`config.mk`:
```
export PLATFORM = sky130hd
export DESIGN_NAME = ccfe_serial_control
export DESIGN_NICKNAME = d
export VERILOG_FILES = /design/src/ccfe_pkg.sv /design/src/ccfe_serial_control.sv
export SDC_FILE = /design/constraint.sdc
export NUM_CORES = 1
export LEC_CHECK = 0
export CAP_MARGIN = 10
export CORE_MARGIN = 3
export CORE_UTILIZATION = 65
export DETAILED_ROUTE_END_ITERATION = 6
export DONT_BUFFER_PORTS = 1
export PLACE_DENSITY = 0.87
export SYNTH_ARGS = -nofsm -noshare
export SYNTH_HDL_FRONTEND = slang
export SYNTH_SLANG_ARGS = --single-unit
```
`constraint.sdc`:
```
create_clock -name clk -period 5.25 [get_ports clk]
set_clock_uncertainty 0.2 [all_clocks]
set_input_delay 0.2625 -clock clk [delete_from_list [all_inputs] [get_ports clk]]
set_output_delay 0.2625 -clock clk [all_outputs]
set_load 0.02 [all_outputs]
```
`src/ccfe_pkg.sv`:
```
`default_nettype none
package ccfe_pkg;
    // Word layout: test bit, three select bits, twelve data bits.
    localparam int WORD_W      = 16;
    localparam int TEST_POS    = 15;
    localparam int SEL_MSB     = 14;
    localparam int SEL_LSB     = 12;
    localparam int DATA_MSB    = 11;
    // Select codes of the functional registers.
    localparam logic [2:0] SEL_MODE   = 3'h0;
    localparam logic [2:0] SEL_GAIN   = 3'h1;
    localparam logic [2:0] SEL_CLAMP  = 3'h2;
    localparam logic [2:0] SEL_POL    = 3'h3;
    localparam logic [2:0] SEL_DELAY  = 3'h4;
    // Field widths.
    localparam int GAIN_W      = 10;
    localparam int CLAMP_W     = 4;
    localparam int POL_W       = 3;
    localparam int DELAY_W     = 2;
    localparam int SAMPLE_W    = 12;
    // Polarity bit positions.
    localparam int POL_DUMMY   = 0;
    localparam int POL_BLACK   = 1;
    localparam int POL_SAMPLE  = 2;
    // Reset values.
    localparam logic                 MODE_RST  = 1'b0;
    localparam logic [GAIN_W-1:0]    GAIN_RST  = 10'h080;
    localparam logic [CLAMP_W-1:0]   CLAMP_RST = 4'h8;
    localparam logic [POL_W-1:0]     POL_RST   = 3'h0;
    localparam logic [DELAY_W-1:0]   DELAY_RST = 2'h0;
    // Idle pin levels seen by the synchronisers in reset; only the load strobe idles high.
    localparam logic [7:0]           PIN_IDLE  = 8'h20;
    // Pedestal = base + step * code, in output LSBs.
    localparam logic [7:0] PED_BASE  = 8'h02;
    localparam int         PED_SHIFT = 4;
    // Conversion clock cycles.
    localparam int LATENCY      = 9;
    localparam int UPDATE_DELAY = 5;

    // Settings as seen by the analog side.
    typedef struct packed {
        logic                standby;
        logic [GAIN_W-1:0]   gain;
        logic [CLAMP_W-1:0]  clampCode;
        logic [POL_W-1:0]    polarity;
        logic [DELAY_W-1:0]  outDelay;
    } ccfe_cfg_t;

    // Strobes to the analog sampler and clamps.
    typedef struct packed {
        logic refTrack;
        logic dataTrack;
        logic refHold;
        logic dataHold;
        logic inputClamp;
        logic blackLoop;
    } ccfe_strobe_t;
endpackage
`default_nettype wire

```
`src/ccfe_serial_control.sv`:
```
`timescale 1ns/1ps
`default_nettype none
module ccfe_serial_control #(
    parameter int LAT = ccfe_pkg::LATENCY    // Pipeline depth in conversion clocks.
) (
    input  wire logic                             clk,              // System clock.
    input  wire logic                             rstn,             // Asynchronous reset, active low.
    input  wire logic                             shiftClock,       // Serial shift clock pin.
    input  wire logic                             shift_data_in,    // Serial data pin.
    input  wire logic                             load_strobe,      // Serial load strobe pin.
    input  wire logic                             conversion_clock, // Conversion clock pin.
    input  wire logic                             reference_sample_pulse, // Reference sample pin.
    input  wire logic                             data_sample_pulse,      // Data sample pin.
    input  wire logic                             dummy_clamp_pulse,      // Dummy clamp pin.
    input  wire logic                             black_clamp_pulse,      // Black clamp pin.
    input  wire logic [ccfe_pkg::SAMPLE_W-1:0]    adcCode,          // Raw converter code.
    output var ccfe_pkg::ccfe_cfg_t               cfg,              // Live settings.
    output var ccfe_pkg::ccfe_strobe_t            strobe,           // Sampler controls.
    output logic [7:0]                            pedestal,         // Black pedestal in LSBs.
    output logic [ccfe_pkg::SAMPLE_W-1:0]         sampleOut,        // Delayed output sample.
    output logic                                  latchValid        // Latch holds a word.
);
    import ccfe_pkg::*;

    // Two-flop synchronisers for every pin; stage one is read only by stage two.
    localparam int NSYNC = 8;
    logic [NSYNC-1:0] pinIn;
    logic [NSYNC-1:0] sync1_r;
    logic [NSYNC-1:0] sync2_r;
    logic [NSYNC-1:0] prev_r;
    assign pinIn = {shiftClock, shift_data_in, load_strobe, conversion_clock,
                    reference_sample_pulse, data_sample_pulse, dummy_clamp_pulse, black_clamp_pulse};

    // Synchronise all pins and keep last value for edge detection.
    // Reset loads the idle pin levels, so the high load strobe shows no false rise after reset.
    always_ff @(posedge clk or negedge rstn) begin
        if (!rstn) begin
            sync1_r <= PIN_IDLE;
            sync2_r <= PIN_IDLE;
            prev_r  <= PIN_IDLE;
        end else begin
            sync1_r <= pinIn;
            sync2_r <= sync1_r;
            prev_r  <= sync2_r;
        end
    end

    logic sck, sdi, sld, cck, refP, datP, dumP, blkP;
    assign {sck, sdi, sld, cck, refP, datP, dumP, blkP} = sync2_r;
    logic sckRise, sldRise, cckRise;
    assign sckRise = sck & ~prev_r[7];
    assign sldRise = sld & ~prev_r[5];
    assign cckRise = cck & ~prev_r[4];

    // Shift register; extra bits fall off the top so only the newest 16 stay.
    logic [WORD_W-1:0] shift_r;
    always_ff @(posedge clk or negedge rstn) begin
        if (!rstn) begin
            shift_r <= '0;
        end else if (sckRise && !sld) begin
            shift_r <= {shift_r[WORD_W-2:0], sdi};
        end
    end

    // Parallel latch captured on the strobe rising edge.
    logic [WORD_W-1:0] latch_r;
    always_ff @(posedge clk or negedge rstn) begin
        if (!rstn) begin
            latch_r    <= '0;
            latchValid <= 1'b0;
        end else if (sldRise) begin
            latch_r    <= shift_r;
            latchValid <= 1'b1;
        end
    end

    // Update counter: settings change five conversion clocks after the latch.
    logic [3:0] upCnt_r;
    logic       upPend_r;
    always_ff @(posedge clk or negedge rstn) begin
        if (!rstn) begin
            upCnt_r  <= '0;
            upPend_r <= 1'b0;
        end else if (sldRise) begin
            upCnt_r  <= '0;
            upPend_r <= 1'b1;
        end else if (upPend_r && cckRise) begin
            upCnt_r  <= upCnt_r + 4'h1;
            if (upCnt_r == 4'(UPDATE_DELAY - 1)) begin
                upPend_r <= 1'b0;
            end
        end
    end
    logic commit;
    assign commit = upPend_r && cckRise && (upCnt_r == 4'(UPDATE_DELAY - 1));

    // Functional settings; reserved test or select codes change nothing.
    logic [2:0] sel;
    assign sel = latch_r[SEL_MSB:SEL_LSB];
    always_ff @(posedge clk or negedge rstn) begin
        if (!rstn) begin
            cfg.standby   <= MODE_RST;
            cfg.gain      <= GAIN_RST;
            cfg.clampCode <= CLAMP_RST;
            cfg.polarity  <= POL_RST;
            cfg.outDelay  <= DELAY_RST;
        end else if (commit && !latch_r[TEST_POS]) begin
            case (sel)
                SEL_MODE:  cfg.standby   <= latch_r[0];
                SEL_GAIN:  cfg.gain      <= latch_r[GAIN_W-1:0];
                SEL_CLAMP: cfg.clampCode <= latch_r[CLAMP_W-1:0];
                SEL_POL:   cfg.polarity  <= latch_r[POL_W-1:0];
                SEL_DELAY: cfg.outDelay  <= latch_r[DELAY_W-1:0];
                default:   ;
            endcase
        end
    end

    // Pedestal from clamp code; steps of sixteen above a base of two.
    assign pedestal = PED_BASE + {cfg.clampCode, 4'h0};

    // Pulses normalised to active-high by the programmed polarity (0 = low).
    logic refAct, datAct, dumAct, blkAct;
    assign refAct = refP ~^ cfg.polarity[POL_SAMPLE];
    assign datAct = datP ~^ cfg.polarity[POL_SAMPLE];
    assign dumAct = dumP ~^ cfg.polarity[POL_DUMMY];
    assign blkAct = blkP ~^ cfg.polarity[POL_BLACK];

    // Strobes registered; all idle in standby.
    always_ff @(posedge clk or negedge rstn) begin
        if (!rstn) begin
            strobe <= '0;
        end else begin
            strobe.refTrack   <= refAct & ~cfg.standby;
            strobe.dataTrack  <= datAct & ~cfg.standby;
            strobe.refHold    <= ~refAct & ~cfg.standby;
            strobe.dataHold   <= ~datAct & ~cfg.standby;
            strobe.inputClamp <= dumAct & refAct & ~cfg.standby;
            strobe.blackLoop  <= blkAct & ~cfg.standby;
        end
    end

    // Output pipeline: full 12-bit codes pass untouched, except that stage 0 takes zero in standby.
    // Stage 0 takes the code at its sampling rise; stage LAT shows it LAT conversion clocks later.
    logic [SAMPLE_W-1:0] pipe_r [LAT+1];
    genvar g;
    generate
        for (g = 0; g <= LAT; g++) begin : gPipe
            if (g == 0) begin : gFirst
                always_ff @(posedge clk or negedge rstn) begin
                    if (!rstn) begin
                        pipe_r[g] <= '0;
                    end else if (cckRise) begin
                        pipe_r[g] <= cfg.standby ? '0 : adcCode;
                    end
                end
            end else begin : gNext
                always_ff @(posedge clk or negedge rstn) begin
                    if (!rstn) begin
                        pipe_r[g] <= '0;
                    end else if (cckRise) begin
                        pipe_r[g] <= pipe_r[g-1];
                    end
                end
            end
        end
    endgenerate
    assign sampleOut = pipe_r[LAT];

    // Checks.
    property p_ignore_high;
        @(posedge clk) disable iff (!rstn) (sld && prev_r[5]) |=> shift_r == $past(shift_r);
    endproperty
    a_ignore_high: assert property (p_ignore_high) else $error("shift moved while strobe high");
    property p_shift;
        @(posedge clk) disable iff (!rstn) (sckRise && !sld) |=> shift_r[0] == $past(sdi);
    endproperty
    a_shift: assert property (p_shift) else $error("bit not captured");
    property p_latch;
        @(posedge clk) disable iff (!rstn) sldRise |=> latch_r == $past(shift_r);
    endproperty
    a_latch: assert property (p_latch) else $error("latch mismatch");
    property p_reserved;
        @(posedge clk) disable iff (!rstn) (commit && (latch_r[TEST_POS] || sel > SEL_DELAY)) |=> $stable(cfg);
    endproperty
    a_reserved: assert property (p_reserved) else $error("reserved write changed settings");
    property p_gain;
        @(posedge clk) disable iff (!rstn) (commit && latch_r[15:12] == 4'h1) |=> cfg.gain == $past(latch_r[9:0]);
    endproperty
    a_gain: assert property (p_gain) else $error("gain not written");
    property p_clamp;
        @(posedge clk) disable iff (!rstn) strobe.inputClamp |-> $past(dumAct) && $past(refAct);
    endproperty
    a_clamp: assert property (p_clamp) else $error("clamp without both pulses");
    property p_black;
        @(posedge clk) disable iff (!rstn) strobe.blackLoop |-> $past(blkAct) && !$past(cfg.standby);
    endproperty
    a_black: assert property (p_black) else $error("black loop out of pulse");
    property p_ped;
        @(posedge clk) disable iff (!rstn) pedestal == 8'(2 + 16 * cfg.clampCode);
    endproperty
    a_ped: assert property (p_ped) else $error("pedestal wrong");
    property p_standby;
        @(posedge clk) disable iff (!rstn) cfg.standby |=> strobe == '0;
    endproperty
    a_standby: assert property (p_standby) else $error("strobe in standby");
    c_load:    cover property (@(posedge clk) disable iff (!rstn) sldRise);
    c_commit:  cover property (@(posedge clk) disable iff (!rstn) commit && sel == SEL_GAIN);
    c_clamp:   cover property (@(posedge clk) disable iff (!rstn) strobe.inputClamp);
    c_standby: cover property (@(posedge clk) disable iff (!rstn) cfg.standby);
endmodule
`default_nettype wire

```
==> results.md <==
- Yosys Warn Count: 0
- Dpl hpwl: 7080 µm
- Setup crit start kind: register
- EDFF count, synth: 0
- Clk sink count: 201
- Largest net degree at the start of global routing: 202
- Clk buf depth: 3
- Status: finished, final reports clean
- RSZ-0062 raised after global routing: no
- Skew-Pair Late Insertion Delay: 0.49 ns
- Die H: 114 µm
- Post-route clock period utilization: 52.3%
- Post_cts resized: 0
- TritonCTS clock tree: yes
- Switching share of power: 25.9%
- Worst Path Required: 5.41 ns
- GPL Wtd Cong: 0.733
- CTS root buffer: clkbuf_16
- Pwr Density: 439 mW/mm²
- Type of the worst setup path: reg2reg
- Lkg Pwr: 0.00445 µW
- TritonCTS Buffers: 20
- Relative slew slack: 21.0%
- Antenna violations before repair: 0
- Share of layout cells above drive strength 1: 13.2%
- Most used DFF post-synth: dfrtp_1
- Max-cap violations: 0
- Clk slew on worst S/H paths: 0.06 ns
- Core Rows: 38
- Fin. max-slew vios: 0
- Avg Inst Size Synth: 10.7 µm²
- Diode count: 0
- First-pass GRT wire length: 22,600 µm
- Register area share after synthesis: 66.1%
- Worst min path class: in2reg
- Vias in the first global route: 4,714
- Largest area contributor in the netlist: dfrtp_1
- Initial Utilization: 68.5%
- Sequential share of power: 54.6%
- Drt pass-1 iters: 5
- Combinational share of power: 9.2%
- H-tree Lvls: 1
- Min Tclk post-route: 2.75 ns
- Switching pwr: 957 µW
- Top-count cell post-synth: nand2_1
- Routed WL: 13,300 µm
- Num ports: 69
- Gr usage total: 21.2%
- Achievable Freq: 364 MHz
- Worst slew pin tran: 1.18 ns
- Maximum VDD drop: 0.382 mV
- # setup viols final: 0
- Remaining antenna violation count: 0
- Asr flop ratio synth: 100%
- Yosys cell types: 32
- Clock network power share: 36.2%
- Commonest cells in the synthesized netlist: nand2_1 (350), dfrtp_1 (196), mux2_2 (50), buf_4 (22)
- Post-Route Setup TNS: 0 ns
- PortBufs: 0
- Gr ovfl total: 0
- Post-route cell area: 0.00841 mm²
- Area growth syn-to-layout: 10.4%
- Die X: 114 µm
- Placeable Area: 0.0111 mm²
- Nets: 732
- Placed Area: 0.00753 mm²
- Critical Path End Type: register
- Yosys top cell area share: 64.4%
- Worst Path Arrival: 2.91 ns
- Power Internal: 2730 µW
- Crit-path max FO: 123
- Synthesized area: 0.00762 mm²
- Wire per inst: 15.4 µm
- Final Hold Viols: 0
- Vias/cell: 5.41
- Initial drt markers: 427
- Gate Count Post-Synth: 711
- Synth Register Bits: 201
- Synth top area cells: dfrtp_1 (64%), nand2_1 (17%), mux2_2 (7.4%)
- Routed via count: 4,661
- Die area: 0.0131 mm²
- Remaining DRCs: 0
==> metrics by stage <==
| stage | hold slack, ns | power (µW) | cells | worst slack (ns) | utilization (%) |
|---|---|---|---|---|---|
| after floorplan | -0.233 | 2260 | 713 | 3.47 | - |
| after global placement | -0.225 | 2280 | 803 | 2.59 | 67.7 |
| after detailed placement | -0.225 | 2330 | 803 | 2.51 | 67.7 |
| after CTS | 0.108 | 3710 | 860 | 2.47 | 75.5 |
| after global routing | 0.113 | 3870 | 861 | 2.26 | 75.6 |
| final | 0.128 | 3690 | 861 | 2.50 | 75.6 |
==> cell families after synthesis <==
logic type	count (synthesis)	synth area share (%)
AOI/OAI and AO/OA	4	0.296
adders and majority gates	2	0.329
DFF	201	66.1
muxes	50	7.39
and+or+nand+nor	392	21.1
buffers and inverters	54	3.96
xor gates and xnor gates	6	0.690
other	2	0.0986
==> final timing paths <==
check,startpoint,endpoint,slack (ns),depth (start not counted)
setup / recovery,sync2_r[4],cfg[14],2.50,4
hold / removal,shift_data_in,sync1_r[6],0.13,1
setup reg to reg,sync2_r[4],cfg[14],2.50,4
hold reg to reg,sync1_r[7],sync2_r[7],0.14,0
max in group asynchronous,rstn,pipe_r[58],3.88,2
min in group asynchronous,rstn,shift_r[5],0.35,2
==> repair_timing <==
action,4_1_cts,5_1_grt
buffers inserted,0,0
hold buffers,22,0
endpoints found under the hold margin,221,0
==> registers in the layout (all words and copies together), names as in the netlist <==
name,cells
sync2_r,8
latchValid,1
cfg,20
upCnt_r,4
upPend_r,1
sampleOut,12
strobe,6
shift_r,16
pipe_r,108
sync1_r,8
latch_r,14
prev_r,3
==> layout make-up <==
class / instances / area (µm²)
flip-flops and latches: 201 / 5040
fillers: 658 / 2710
multi-input cells: 458 / 2300
clock buffers: 30 / 588
repair buffers: 25 / 264
well taps: 140 / 175
clock inverters: 5 / 40.0
inverters: 2 / 7.51
==> critical path: stages (launching register included) <==
cell,delay (ns)
dfrtp_1,0.45
nor2b_4,0.24
buf_4,0.91
nand4_4,0.42
mux2_2,0.40
==> power by group through the flow <==
stage	clock network, µW	registers [µW]	logic, µW
finish	1340	2010	340
CTS	1360	2010	345
detailed placement	0	2040	292
global placement	0	2020	268
floorplan	0	1950	311
global route	1430	2050	397
==> cell usage in the layout (no fill, tap or decap), drive strengths merged, types with 4 or more instances in the layout <==
| cell | n |
|---|---|
| buf | 4 |
| clkbuf | 30 |
| clkinv | 5 |
| conb | 4 |
| dfrtp | 196 |
| dfstp | 5 |
| dlygate4sd3 | 21 |
| mux2 | 50 |
| nand2 | 350 |
| nand3b | 13 |
| nand4 | 4 |
| nor2 | 7 |
| nor2b | 7 |
| xor2 | 5 |
==> per-layer routing <==
metal  share of wire [%]  GRT usage (%)
met5                   0              0
met1                  42           28.1
met4                 2.4           6.10
met3                 4.9           4.65
met2                  50           35.8
Note: power is estimated with default switching activity, not from simulation.
